File: config.mk
export PLATFORM = sky130hd
export DESIGN_NAME = input_pin_noise_filter
export DESIGN_NICKNAME = d
export VERILOG_FILES = /design/src/noise_filter_pkg.sv /design/src/input_pin_noise_filter.sv /design/src/noise_filter_cell.sv
export SDC_FILE = /design/constraint.sdc
export NUM_CORES = 1
export LEC_CHECK = 0
export BUFFER_PORTS_ARGS = -buffer_cell sky130_fd_sc_hd__buf_4
export CORE_MARGIN = 2
export CORE_UTILIZATION = 50
export CTS_CLUSTER_SIZE = 25
export DETAILED_ROUTE_END_ITERATION = 8
export GPL_TIMING_DRIVEN = 0
export PLACE_DENSITY = 0.95
export SLEW_MARGIN = 30
export SYNTH_ARGS = -nofsm -noshare
export SYNTH_HDL_FRONTEND = slang
export SYNTH_SLANG_ARGS = --single-unit
File: constraint.sdc
create_clock -name clk -period 4.5 [get_ports clk]
set_input_delay 0.45 -clock clk [delete_from_list [all_inputs] [get_ports clk]]
set_output_delay 0.45 -clock clk [all_outputs]
set_load 0.02 [all_outputs]
File: src/noise_filter_pkg.sv
// constants shared by the input pin noise filter files
`default_nettype none
package noise_filter_pkg;
	localparam logic [31:0] SEL_REG_ADDR     = 32'hfffff310;
	localparam int          SEL_FIELD_LSB    = 0;
	localparam int          SEL_FIELD_W      = 2;
	localparam logic [1:0]  SEL_RESET        = 2'h0;
	localparam logic [1:0]  SEL_DIV16        = 2'h0;
	localparam logic [1:0]  SEL_DIV8         = 2'h1;
	localparam logic [1:0]  SEL_DIV4         = 2'h2;
	localparam logic [1:0]  SEL_DIV2         = 2'h3;
	localparam int          FILTER_ACCEPT    = 5;
	localparam int          DIV_CNT_W        = 4;
	localparam logic [3:0]  DIV_CNT_RESET    = 4'h0;
	localparam int          PIN_COUNT        = 10;
	localparam int          IRQ_PIN_IDX      = 0;
	localparam logic [1:0]  RESP_OKAY        = 2'h0;
	localparam logic [1:0]  RESP_DECERR      = 2'h3;
endpackage
`default_nettype wire

File: src/input_pin_noise_filter.sv
// input pin noise filter top with sampling clock select register on AXI4-Lite
//
// Decided for this implementation: the AXI4-Lite register port.
`default_nettype none
module input_pin_noise_filter
	import noise_filter_pkg::*;
(
	// clock and reset
	input  wire logic        clk,
	input  wire logic        rst_n,
	// axi4-lite write address
	input  wire logic [31:0] s_axi_awaddr,
	input  wire logic        s_axi_awvalid,
	output logic             s_axi_awready,
	// axi4-lite write data
	input  wire logic [31:0] s_axi_wdata,
	input  wire logic [3:0]  s_axi_wstrb,
	input  wire logic        s_axi_wvalid,
	output logic             s_axi_wready,
	// axi4-lite write response
	output logic [1:0]       s_axi_bresp,
	output logic             s_axi_bvalid,
	input  wire logic        s_axi_bready,
	// axi4-lite read address
	input  wire logic [31:0] s_axi_araddr,
	input  wire logic        s_axi_arvalid,
	output logic             s_axi_arready,
	// axi4-lite read data
	output logic [31:0]      s_axi_rdata,
	output logic [1:0]       s_axi_rresp,
	output logic             s_axi_rvalid,
	input  wire logic        s_axi_rready,
	// clock generator and port mode
	input  wire logic        periph_clk_run,
	input  wire logic [9:0]  alt_func_en,
	// raw pins
	input  wire logic        filtered_ext_irq_pin,
	input  wire logic        timer_a_capture_in0,
	input  wire logic        timer_a_capture_in1,
	input  wire logic        timer_a_capture_in2,
	input  wire logic        timer_a_capture_in3,
	input  wire logic        timer_a_event_in,
	input  wire logic        timer_b_capture_in20,
	input  wire logic        timer_b_capture_in21,
	input  wire logic        timer_b_capture_in00,
	input  wire logic        timer_b_capture_in01,
	// filtered levels to edge detection and timers
	output logic [9:0]       filt_level,
	// raw synchronised levels for port reads
	output logic [9:0]       port_level,
	// standby release qualification of the irq pin
	output logic             irq_pin_standby_release
);
	typedef struct packed {
		logic                   awready;
		logic                   wready;
		logic                   aw_got;
		logic                   aw_hit;
		logic                   w_got;
		logic [SEL_FIELD_W-1:0] w_sel;
		logic                   w_lane0;
		logic                   bvalid;
		logic [1:0]             bresp;
		logic                   arready;
		logic                   rvalid;
		logic [1:0]             rresp;
		logic [31:0]            rdata;
		logic [SEL_FIELD_W-1:0] sel;
		logic [DIV_CNT_W-1:0]   div_cnt;
		logic                   irq_strobe;
		logic                   tmr_strobe;
		logic                   release_ok;
	} top_state_t;

	// everything idle, select at divide-by-16
	localparam top_state_t TOP_RESET = '{
		awready:    1'b0,
		wready:     1'b0,
		aw_got:     1'b0,
		aw_hit:     1'b0,
		w_got:      1'b0,
		w_sel:      SEL_RESET,
		w_lane0:    1'b0,
		bvalid:     1'b0,
		bresp:      RESP_OKAY,
		arready:    1'b0,
		rvalid:     1'b0,
		rresp:      RESP_OKAY,
		rdata:      32'h0,
		sel:        SEL_RESET,
		div_cnt:    DIV_CNT_RESET,
		irq_strobe: 1'b0,
		tmr_strobe: 1'b0,
		release_ok: 1'b0
	};

	top_state_t s;
	top_state_t next_s;
	logic [9:0] pins_raw;
	logic [9:0] strobes;

	// the pin vectors are sized for ten inputs with the irq pin at bit zero
	if (PIN_COUNT != 10 || IRQ_PIN_IDX != 0)
	begin : g_bad_pin_map
		$error("input_pin_noise_filter: pin map needs ten pins with the irq pin first");
	end

	function automatic logic addr_hit(input logic [31:0] addr);
		addr_hit = (addr == SEL_REG_ADDR);
	endfunction

	// low bits of the divider that must be all ones for a sampling edge
	function automatic logic [DIV_CNT_W-1:0] div_mask(input logic [SEL_FIELD_W-1:0] code);
		unique case (code)
			SEL_DIV16: div_mask = 4'hf;
			SEL_DIV8:  div_mask = 4'h7;
			SEL_DIV4:  div_mask = 4'h3;
			SEL_DIV2:  div_mask = 4'h1;
		endcase
	endfunction

	always_comb
	begin
		next_s = s;
		// write channels taken independently
		if (s_axi_awvalid && s.awready)
		begin
			next_s.aw_got = 1'b1;
			next_s.aw_hit = addr_hit(s_axi_awaddr);
		end
		if (s_axi_wvalid && s.wready)
		begin
			next_s.w_got   = 1'b1;
			next_s.w_sel   = s_axi_wdata[SEL_FIELD_LSB +: SEL_FIELD_W];
			next_s.w_lane0 = s_axi_wstrb[0];
		end
		if (s.bvalid && s_axi_bready)
			next_s.bvalid = 1'b0;
		// answer once both halves are in, no new write is taken until it is accepted
		if (s.aw_got && s.w_got && !s.bvalid)
		begin
			next_s.aw_got = 1'b0;
			next_s.w_got  = 1'b0;
			next_s.bvalid = 1'b1;
			next_s.bresp  = s.aw_hit ? RESP_OKAY : RESP_DECERR;
			if (s.aw_hit && s.w_lane0)
				next_s.sel = s.w_sel;
		end
		next_s.awready = !next_s.aw_got && !next_s.bvalid;
		next_s.wready  = !next_s.w_got && !next_s.bvalid;
		// read channel
		if (s.rvalid && s_axi_rready)
			next_s.rvalid = 1'b0;
		if (s_axi_arvalid && s.arready)
		begin
			next_s.rvalid = 1'b1;
			next_s.rresp  = addr_hit(s_axi_araddr) ? RESP_OKAY : RESP_DECERR;
			next_s.rdata  = addr_hit(s_axi_araddr) ? {30'h0, s.sel} : 32'h0;
		end
		next_s.arready = !next_s.rvalid;
		// sampling clocks, frozen while the peripheral clock stands
		if (periph_clk_run)
			next_s.div_cnt = s.div_cnt + 4'h1;
		next_s.irq_strobe = periph_clk_run
			&& ((s.div_cnt & div_mask(s.sel)) == div_mask(s.sel));
		next_s.tmr_strobe = periph_clk_run;
		// the clock-sampled pin is never a standby release source
		next_s.release_ok = 1'b0;
	end

	always_ff @(posedge clk)
	begin
		if (!rst_n)
			s <= TOP_RESET;
		else
			s <= next_s;
	end

	// bit 0 is the irq pin, the rest are timer inputs
	assign pins_raw[0] = filtered_ext_irq_pin;
	assign pins_raw[1] = timer_a_capture_in0;
	assign pins_raw[2] = timer_a_capture_in1;
	assign pins_raw[3] = timer_a_capture_in2;
	assign pins_raw[4] = timer_a_capture_in3;
	assign pins_raw[5] = timer_a_event_in;
	assign pins_raw[6] = timer_b_capture_in20;
	assign pins_raw[7] = timer_b_capture_in21;
	assign pins_raw[8] = timer_b_capture_in00;
	assign pins_raw[9] = timer_b_capture_in01;
	assign strobes = {{(PIN_COUNT-1){s.tmr_strobe}}, s.irq_strobe};

	for (genvar i = 0; i < PIN_COUNT; i++)
	begin : g_cell
		noise_filter_cell #(
			.ACCEPT_COUNT (FILTER_ACCEPT)
		) u_cell (
			.clk           (clk),
			.rst_n         (rst_n),
			.pin_raw       (pins_raw[i]),
			.sample_strobe (strobes[i]),
			.alt_func_en   (alt_func_en[i]),
			.port_level    (port_level[i]),
			.filt_level    (filt_level[i])
		);
	end

	assign s_axi_awready = s.awready;
	assign s_axi_wready  = s.wready;
	assign s_axi_bvalid  = s.bvalid;
	assign s_axi_bresp   = s.bresp;
	assign s_axi_arready = s.arready;
	assign s_axi_rvalid  = s.rvalid;
	assign s_axi_rresp   = s.rresp;
	assign s_axi_rdata   = s.rdata;
	assign irq_pin_standby_release = s.release_ok;
endmodule
`default_nettype wire

File: src/noise_filter_cell.sv
// one synchroniser plus five-in-a-row digital noise filter
`default_nettype none
module noise_filter_cell
	import noise_filter_pkg::*;
#(
	parameter int ACCEPT_COUNT = FILTER_ACCEPT
)
(
	// clock and reset
	input  wire logic clk,
	input  wire logic rst_n,
	// pin side
	input  wire logic pin_raw,
	input  wire logic sample_strobe,
	input  wire logic alt_func_en,
	// user side
	output logic      port_level,
	output logic      filt_level
);
	// the counter is three bits wide, so only 2..8 samples can be served
	if (ACCEPT_COUNT < 2 || ACCEPT_COUNT > 8)
	begin : g_bad_count
		$error("noise_filter_cell: ACCEPT_COUNT must be 2..8");
	end

	typedef struct packed {
		logic       sync1;
		logic       sync2;
		logic       filt;
		logic [2:0] cnt;
	} cell_state_t;

	localparam cell_state_t CELL_RESET = '{sync1: 1'b0, sync2: 1'b0, filt: 1'b0, cnt: 3'h0};

	cell_state_t s;
	cell_state_t next_s;

	always_comb
	begin
		next_s = s;
		next_s.sync1 = pin_raw;
		next_s.sync2 = s.sync1;
		if (!alt_func_en)
			next_s.cnt = 3'h0;
		else if (sample_strobe)
		begin
			if (s.sync2 != s.filt)
			begin
				if (s.cnt == 3'(ACCEPT_COUNT - 1))
				begin
					next_s.filt = s.sync2;
					next_s.cnt  = 3'h0;
				end
				else
					next_s.cnt = s.cnt + 3'h1;
			end
			else
				next_s.cnt = 3'h0;
		end
	end

	always_ff @(posedge clk)
	begin
		if (!rst_n)
			s <= CELL_RESET;
		else
			s <= next_s;
	end

	assign port_level = s.sync2;
	assign filt_level = s.filt;
endmodule
`default_nettype wire

==> results of run 1 <==
-- area by class of cell --
| type | instances | area (µm²) |
|---|---|---|
| buffer | 70 | 482 |
| clock buffer | 12 | 145 |
| clock inverter | 2 | 37.5 |
| fill | 566 | 2360 |
| inverter | 22 | 82.6 |
| multi-input combinational | 321 | 1980 |
| sequential | 83 | 1660 |
| tap | 102 | 128 |
| timing repair buffer | 124 | 931 |
-- cells by family after synthesis --
group	after synthesis
AO/OA/AOI/OAI	66
XOR/XNOR	13
flip-flops	83
adder cells (fa/ha/maj)	21
multiplexers	12
other	1
buffers and inverters	92
AND/OR/NAND/NOR	178
-- power by group --
part           internal, W  switching (W)  leakage [nW]
registers         0.000752      0.0000131         0.676
clock network     0.000266       0.000250        0.0885
logic             0.000110      0.0000985          1.69
-- state kept, by name, summed over array words and instances (netlist names) --
name,count
g_cell.u_cell.port_level,10
s_axi_wready,1
s,14
s_axi_bresp,1
g_cell.u_cell.filt_level,10
s_axi_rdata,2
g_cell.u_cell.next_s,10
s_axi_rvalid,1
s_axi_arready,1
g_cell.u_cell.s,30
s_axi_bvalid,1
s_axi_awready,1
s_axi_rresp,1
-- cell usage after synthesis, drive strengths merged --
cell	count	area [µm²]
a2111oi	5	43.8
a21boi	7	52.6
a21oi	36	180
and2	25	156
and3	3	18.8
and4	1	8.76
buf	60	444
clkbuf	10	37.5
conb	1	3.75
dfxtp	83	1660
ha	21	263
inv	22	82.6
mux2	1	11.3
mux2i	11	110
nand2	44	165
nand2b	3	18.8
nand3	16	80.1
nand3b	1	7.51
nand4	22	138
nand4b	8	70.1
nor2	26	97.6
nor2b	11	68.8
nor3	6	30.0
nor3b	5	37.5
nor4	2	12.5
nor4b	3	32.5
nor4bb	1	10.0
o211a	1	10.0
o21a	1	7.51
o21ai	10	50.1
o31ai	5	37.5
o41ai	1	16.3
or4	1	11.3
xnor2	7	61.3
xor2	6	52.6
-- worst min path at each step --
stage	endpoint
floorplan	g_cell[0].u_cell.port_level$_SDFF_PN0_
global placement	g_cell[5].u_cell.port_level$_SDFF_PN0_
detailed placement	g_cell[7].u_cell.port_level$_SDFF_PN0_
CTS	g_cell[3].u_cell.next_s[4]$_SDFF_PN0_
global route	g_cell[2].u_cell.next_s[4]$_SDFF_PN0_
finish	g_cell[3].u_cell.next_s[4]$_SDFF_PN0_
-- through the flow --
step                hold WS [ps]  total power [W]
finish                       302          0.00149
global route                 300          0.00155
CTS                          297          0.00149
detailed placement           421         0.000990
global placement             417         0.000984
floorplan                    412         0.000891
-- metal layers --
layer	vias up	part of all wire [%]
met5	-	0
met4	0	2.3
met3	19	5.9
met2	155	54
met1	1679	38
li1	1841	-
-- critical path, stage by stage, from the launching register on --
cell	delay (ps)
dfxtp_1	330
clkbuf_1	490
inv_1	290
clkbuf_1	320
o21ai_0	250
a21oi_1	90
==> results.json, run 1 <==
{
  "drtIter0Drc": 112,
  "path_class": "reg -> reg",
  "num_rows": 32,
  "reg2reg_slack_ps": 2620,
  "grt_pass1_wl_um": 15200,
  "synthXorXnorAreaFrac_pct": 2.78,
  "fmax_ghz": 0.531,
  "syn_inst": 466,
  "htreeDepth": 3,
  "rsz0062_at_grt": "no",
  "cts_buffers": 9,
  "fin_area_um2": 5440,
  "fin_util_pct": 69.7,
  "first_pass_iters": 4,
  "worstHoldStart": "timer_a_capture_in2",
  "hold_viol": 0,
  "path_clk_slew_ps": 80,
  "antenna_found_initial": 0,
  "vias_per_cell": 5.02,
  "clock_path_buffers": 2,
  "die-area_um2": 8920,
  "power_density_nw_per_um2": 274,
  "fin_nets": 780,
  "remaining_drc_errors": 0,
  "placed_cell_area_um2": 5260,
  "cp.arrival_ps": 2120,
  "synth.area.mux_share_pct": 2.97,
  "timing.rr.end": "g_cell[7].u_cell.s[2]$_SDFFE_PN0P_",
  "track_usage_pct": 21.6,
  "yosys_register_bits": 83,
  "clkLatencyLatePin_ps": 350,
  "areaGrowthSynthToFinish_pct": 33.1,
  "crit_path_start": "s[1]$_SDFF_PN0_",
  "cts_tree": "built",
  "ir_drop_v": 0.000155,
  "reg2reg_from": "s[1]$_SDFF_PN0_",
  "num_vias": 3694,
  "first_global_vias": 3523,
  "grt_max_degree": 13,
  "reg2reg_depth": 5,
  "drive_gt1_share_pct": 31.4,
  "die_y_um": 94.4,
  "postCtsSetupBuffers": 0,
  "synth_top_family_by_area": "simple AND/OR/NAND/NOR gates",
  "wl_per_cell_um": 13.2,
  "diodes": 0,
  "use_met2_pct": 40.8,
  "placed_cells": 722,
  "start_util_pct": 52.4,
  "endpoint": "g_cell[7].u_cell.s[2]$_SDFFE_PN0P_",
  "die_x_um": 94.4,
  "grt-ovfl-total": 0,
  "cts_hold_buf": 0,
  "layout_common_cells": "182 x buf_4, 83 x dfxtp_1, 44 x nand2_1",
  "startpoint_type": "flop",
  "met1_usage_pct": 22.9,
  "synthSimpleGateAreaFrac_pct": 23.6,
  "drv_cap": 0,
  "tns_ps": 0,
  "synth_warnings": 0,
  "synth_cell_types": 38,
  "worstPathMaxFanout": 10,
  "maxSlewViolCount": 0,
  "dp_hpwl_um": 7680,
  "clockRootBuffer": "clkbuf_8",
  "synth_fa_ha_area_share_pct": 6.43,
  "avgSynthCellArea_um2": 8.77,
  "post_cts_resized": 0,
  "cp_data_required_time_ps": 4730,
  "synth-compound-area-share_pct": 9.73,
  "worstHoldPathType": "in -> reg",
  "port_buffers": 124,
  "gr-max-usage-layer": "met2",
  "fin_skew_ps": 9.44,
  "final_common_cell": "buf_4",
  "finalSetupViolations": 0,
  "core_area_um2": 7810,
  "yosysSeqAreaShare_pct": 40.6,
  "finalCritPeriodShare_pct": 41.8,
  "status": "finished, final reports clean",
  "pin_count": 190,
  "leakage_nw": 2.45,
  "postRouteAntennaNets": 0,
  "use_met3_pct": 3.83,
  "fin_ws_ps": 2620,
  "globalplace.congestion": 0.848,
  "cts.sinks": 83,
  "finalNonFillerCells": 736,
  "cp-end-kind": "flop",
  "fin_crit_ps": 1880,
  "worst_pin_slew_ps": 623,
  "synthesis.area_um2": 4090,
  "slew_headroom_pct": 58.4,
  "routed_wl_um": 9730,
  "whs_path_depth": 2,
  "pre_cts_ws_ps": 2570
}
(Power assumes the default switching activity.)
==> inputs of run 2 (changes only) <==
--- a/config.mk
+++ b/config.mk
@@ -7,11 +7,11 @@
 export LEC_CHECK = 0
 export BUFFER_PORTS_ARGS = -buffer_cell sky130_fd_sc_hd__buf_4
 export CORE_MARGIN = 2
-export CORE_UTILIZATION = 50
+export CORE_UTILIZATION = 42
 export CTS_CLUSTER_SIZE = 25
 export DETAILED_ROUTE_END_ITERATION = 8
 export GPL_TIMING_DRIVEN = 0
-export PLACE_DENSITY = 0.95
+export PLACE_DENSITY = 0.87
 export SLEW_MARGIN = 30
 export SYNTH_ARGS = -nofsm -noshare
 export SYNTH_HDL_FRONTEND = slang
==> constraint.sdc (replaced) <==
create_clock -name clk -period 1.63 [get_ports clk]
set_input_delay 0.163 -clock clk [delete_from_list [all_inputs] [get_ports clk]]
set_output_delay 0.163 -clock clk [all_outputs]
set_load 0.02 [all_outputs]
==> results.json, run 2 (synthesis results as in run 1) <==
{
  "port_buffers": 124,
  "cts_tree": "built",
  "pre_cts_ws_ps": -160,
  "worst_pin_slew_ps": 587,
  "startpoint_type": "flop",
  "fin_crit_ps": 1490,
  "cp-end-kind": "flop",
  "status": "finished, final reports clean",
  "finalSetupViolations": 0,
  "reg2reg_depth": 5,
  "num_vias": 3742,
  "regMostFlops": "g_cell.u_cell.s",
  "path_buf_inv": 2,
  "crit_slowest_cell": "a2111oi_0",
  "routed_wl_um": 9700,
  "worstHoldPathType": "in -> reg",
  "grt-ovfl-total": 0,
  "vias_per_cell": 4.83,
  "fin_ws_ps": 138,
  "cts.sinks": 83,
  "core_area_um2": 9590,
  "rsz0062_at_grt": "no",
  "final_common_cell": "buf_4",
  "power_density_nw_per_um2": 784,
  "globalplace.congestion": 0.782,
  "num_rows": 36,
  "areaGrowthSynthToFinish_pct": 36.8,
  "path_class": "reg -> reg",
  "finalCritPeriodShare_pct": 91.5,
  "grt_max_degree": 15,
  "worstPathMaxFanout": 10,
  "track_usage_pct": 18.8,
  "remaining_drc_errors": 0,
  "clkLatencyLatePin_ps": 350,
  "whs_path_depth": 2,
  "postCtsSetupBuffers": 0,
  "reg2reg_from": "s[1]$_SDFF_PN0_",
  "critPathTopFamily": "compound AO/OA/AOI/OAI gates",
  "wl_per_cell_um": 12.5,
  "fillers": 825,
  "fmax_ghz": 0.670,
  "worstHoldStart": "timer_a_capture_in3",
  "leakage_nw": 2.52,
  "die-area_um2": 10500,
  "clock_path_buffers": 2,
  "slew_headroom_pct": 60.8,
  "start_util_pct": 42.6,
  "cp.arrival_ps": 1780,
  "reg2reg_slack_ps": 140,
  "clockRootBuffer": "clkbuf_8",
  "cp_cell_sequence": "clkbuf_2 > inv_1 > a2111oi_0 > a21oi_1 > nor2_1",
  "hold_viol": 0,
  "tns_ps": 0,
  "die_y_um": 103,
  "pin_count": 190,
  "drtIter0Drc": 164,
  "first_global_vias": 3573,
  "die_x_um": 103,
  "fin_skew_ps": 11.9,
  "largest_reg_flops": 30,
  "postRouteAntennaNets": 0,
  "max_stage_delay_ps": 430,
  "reg_top3": "g_cell.u_cell.s (30), s (14)",
  "cp_data_required_time_ps": 1920,
  "drive_gt1_share_pct": 32.6,
  "maxSlewViolCount": 0,
  "path_clk_slew_ps": 80,
  "dp_hpwl_um": 7720,
  "htreeDepth": 3,
  "timing.rr.end": "g_cell[1].u_cell.s[0]$_SDFFE_PN0P_",
  "ir_drop_v": 0.000422,
  "diodes": 0,
  "cts_buffers": 9,
  "grt_pass1_wl_um": 15400,
  "first_pass_iters": 4,
  "layout_common_cells": "182 x buf_4, 83 x dfxtp_1, 44 x nand2_1",
  "whs_endpoint": "g_cell[4].u_cell.next_s[4]$_SDFF_PN0_",
  "antenna_found_initial": 0,
  "fin_nets": 785,
  "drv_cap": 0
}
[run 2: cell count changes in the layout (fill, tap and decap cells not counted), sizes merged]
| cell | change |
|---|---|
| clkbuf | -1 |
| dlygate4sd3 | +5 |
| clkinv | +2 |
| bufinv | +1 |
[run 2: worst max path at each step]
stage          slack, ps                      from                                  to  depth (start not counted)
2_1_floorplan        170  s_axi_awready$_SDFF_PN0_                  s[52]$_SDFFE_PN0P_                          3
4_1_cts               40           s[1]$_SDFF_PN0_  g_cell[4].u_cell.s[2]$_SDFFE_PN0P_                          5
5_1_grt                3           s[1]$_SDFF_PN0_  g_cell[2].u_cell.s[0]$_SDFFE_PN0P_                          5
3_3_place_gp        -120           s[1]$_SDFF_PN0_  g_cell[9].u_cell.s[2]$_SDFFE_PN0P_                          5
3_5_place_dp        -160           s[1]$_SDFF_PN0_  g_cell[4].u_cell.s[2]$_SDFFE_PN0P_                          5
6_report             140           s[1]$_SDFF_PN0_  g_cell[1].u_cell.s[0]$_SDFFE_PN0P_                          5
[run 2: power breakdown]
part	switching [W]	leakage [nW]	internal (W)	total [W]
Clock	0.000736	0.116	0.000951	0.00169
Combinational	0.000271	1.73	0.000314	0.000585
Sequential	0.0000379	0.676	0.00208	0.00211
Total	0.00105	2.52	0.00334	0.00439
[run 2: layer usage]
metal | vias to the layer above | share of wire [%] | global-route usage (%)
li1 | 1847 | - | -
met1 | 1713 | 37 | 19.4
met2 | 151 | 54 | 35.2
met3 | 31 | 6.5 | 4.95
met4 | 0 | 2.8 | 8.72
met5 | - | 0 | 0
[run 2: area by class of cell]
type	count	area, µm²	area share [%]
Clock buffer	11	151	2.71
Inverter	22	82.6	1.48
Tap cell	133	166	2.98
Clock inverter	5	85.1	1.52
Multi-Input combinational cell	321	1980	35.3
Sequential cell	83	1660	29.7
Timing Repair Buffer	129	981	17.5
Buffer	70	489	8.75
[run 2: metrics by stage]
stage	power (W)	utilization (%)	cells	hold WS, ps	instance area, µm²
2_1_floorplan	0.00246	-	496	290	4200
3_3_place_gp	0.00272	55.2	753	370	5300
3_5_place_dp	0.00273	55.2	753	376	5300
4_1_cts	0.00441	58.0	772	0.362	5570
5_1_grt	0.00457	58.3	774	7.61	5590
6_report	0.00439	58.3	774	22.6	5590
[run 2: what timing repair did]
item | CTS | global route
endpoints found under the setup margin | 20 | 18
hold endpoints to repair | 3 | 2
pin swaps | 0 | 0
gates resized for setup | 2 | 8
hold buffers | 3 | 2
==> inputs of run 3 (changes only) <==
--- a/config.mk
+++ b/config.mk
@@ -11,8 +11,9 @@
 export CTS_CLUSTER_SIZE = 25
 export DETAILED_ROUTE_END_ITERATION = 8
 export GPL_TIMING_DRIVEN = 0
+export MAX_ROUTING_LAYER = met4
 export PLACE_DENSITY = 0.87
-export SLEW_MARGIN = 30
+export SLEW_MARGIN = 10
 export SYNTH_ARGS = -nofsm -noshare
 export SYNTH_HDL_FRONTEND = slang
 export SYNTH_SLANG_ARGS = --single-unit
==> results.json, run 3 (synthesis results as in run 1) <==
{
  "ir_drop_v": 0.000417,
  "reg2reg_slack_ps": 130,
  "layout_common_cells": "182 x buf_4, 83 x dfxtp_1, 44 x nand2_1",
  "globalplace.congestion": 0.793,
  "path_clk_slew_ps": 80,
  "postRouteAntennaNets": 0,
  "max_stage_delay_ps": 440,
  "die-area_um2": 10500,
  "num_vias": 3744,
  "fin_ws_ps": 129,
  "largest_reg_flops": 30,
  "cts_tree": "built",
  "maxSlewViolCount": 0,
  "core_area_um2": 9590,
  "crit_path_start": "s[1]$_SDFF_PN0_",
  "reg_top3": "g_cell.u_cell.s (30), s (14)",
  "finalCritPeriodShare_pct": 92.1,
  "worstHoldPathType": "in -> reg",
  "routed_wl_um": 9720,
  "finalSetupViolations": 0,
  "track_usage_pct": 19.4,
  "crit_slowest_cell": "a2111oi_0",
  "die_x_um": 103,
  "tns_ps": 0,
  "leakage_nw": 2.52,
  "dp_hpwl_um": 7720,
  "worst_pin_slew_ps": 590,
  "endpoint": "g_cell[1].u_cell.s[0]$_SDFFE_PN0P_",
  "pre_cts_ws_ps": -160,
  "reg2reg_from": "s[1]$_SDFF_PN0_",
  "first_global_vias": 3568,
  "wl_per_cell_um": 12.6,
  "drive_gt1_share_pct": 32.6,
  "startpoint_type": "flop",
  "htreeDepth": 3,
  "status": "finished, final reports clean",
  "start_util_pct": 42.6,
  "timing.rr.end": "g_cell[1].u_cell.s[0]$_SDFFE_PN0P_",
  "path_class": "reg -> reg",
  "num_rows": 36,
  "cts.sinks": 83,
  "clockRootBuffer": "clkbuf_8",
  "hold_viol": 0,
  "grt-ovfl-total": 0,
  "areaGrowthSynthToFinish_pct": 36.8,
  "placed_cells": 753,
  "cp_data_required_time_ps": 1920,
  "grt_pass1_wl_um": 15400,
  "slew_headroom_pct": 60.7,
  "port_buffers": 124,
  "worstPathMaxFanout": 10,
  "rsz0062_at_grt": "no",
  "cp.arrival_ps": 1790,
  "fin_nets": 785,
  "power_density_nw_per_um2": 784,
  "cp_cell_sequence": "clkbuf_2 > inv_1 > a2111oi_0 > a21oi_1 > nor2_1",
  "regMostFlops": "g_cell.u_cell.s",
  "remaining_drc_errors": 0,
  "clkLatencyLatePin_ps": 350,
  "cts_buffers": 9,
  "reg2reg_depth": 5,
  "fillers": 825,
  "grt_max_degree": 15,
  "finalNonFillerCells": 774,
  "cp-end-kind": "flop",
  "fmax_ghz": 0.666,
  "drtIter0Drc": 151,
  "fin_skew_ps": 12.1,
  "clock_path_buffers": 2,
  "final_common_cell": "buf_4",
  "fin_total_pwr_w": 0.00438,
  "fin_crit_ps": 1500,
  "fin_util_pct": 58.3,
  "first_pass_iters": 4,
  "die_y_um": 103,
  "diodes": 0,
  "pin_count": 190,
  "vias_per_cell": 4.84,
  "antenna_found_initial": 0,
  "drv_cap": 0
}
run 3: cell counts in the layout (fill, tap and decap cells not counted):
No cell type changed its count.
run 3: through the flow:
stage | hold slack [ps] | instance area (µm²)
finish | 25.8 | 5590
global route | 6.59 | 5590
CTS | 0.362 | 5570
detailed placement | 376 | 5300
global placement | 370 | 5300
floorplan | 290 | 4200
run 3: how the worst min path moves through the flow:
stage / cells after the start / start / end
floorplan: 1 / filtered_ext_irq_pin / g_cell[0].u_cell.next_s[4]$_SDFF_PN0_
global placement: 2 / timer_a_event_in / g_cell[5].u_cell.next_s[4]$_SDFF_PN0_
detailed placement: 2 / filtered_ext_irq_pin / g_cell[0].u_cell.next_s[4]$_SDFF_PN0_
CTS: 2 / timer_a_event_in / g_cell[5].u_cell.next_s[4]$_SDFF_PN0_
global route: 2 / timer_b_capture_in01 / g_cell[9].u_cell.next_s[4]$_SDFF_PN0_
finish: 2 / timer_a_capture_in3 / g_cell[4].u_cell.next_s[4]$_SDFF_PN0_
run 3: what timing repair did:
item,4_1_cts,5_1_grt
gates resized for setup,2,8
gates cloned,0,0
buffers inserted,0,0
endpoints found under the setup margin,20,17
hold buffers,3,2
hold endpoints to repair,3,2
pin swaps,0,0
run 3: layout make-up:
class | count | area [µm²] | area share (%)
clock inverters | 5 | 85.1 | 1.52
flip-flops and latches | 83 | 1660 | 29.7
multi-input cells | 321 | 1980 | 35.3
repair buffers | 129 | 981 | 17.5
plain buffers | 70 | 489 | 8.75
inverters | 22 | 82.6 | 1.48
well taps | 133 | 166 | 2.98
clock buffers | 11 | 151 | 2.71
run 3: routing by layer:
layer / part of all wire [%] / track usage [%] / vias to the layer above / wire length (µm)
met2: 54 / 35.3 / 166 / 5250
met4: 2.2 / 9.23 / 0 / 216
li1: - / - / 1843 / -
met1: 37 / 19.6 / 1715 / 3630
met5: 0 / - / - / 0
met3: 6.4 / 4.20 / 20 / 620
run 3: worst max-delay path, delay by kind of cell, from the launching register on:
kind	cells	cell delay (ps)
buffers and inverters	2	470
DFF	1	330
and+or+nand+nor	1	100
AOI/OAI and AO/OA	2	540
run 3: power breakdown:
part,internal (W),total [W],switching [W]
Clock,0.000952,0.00168,0.000733
Sequential,0.00208,0.00211,0.0000380
Combinational,0.000314,0.000586,0.000272
Total,0.00334,0.00438,0.00104
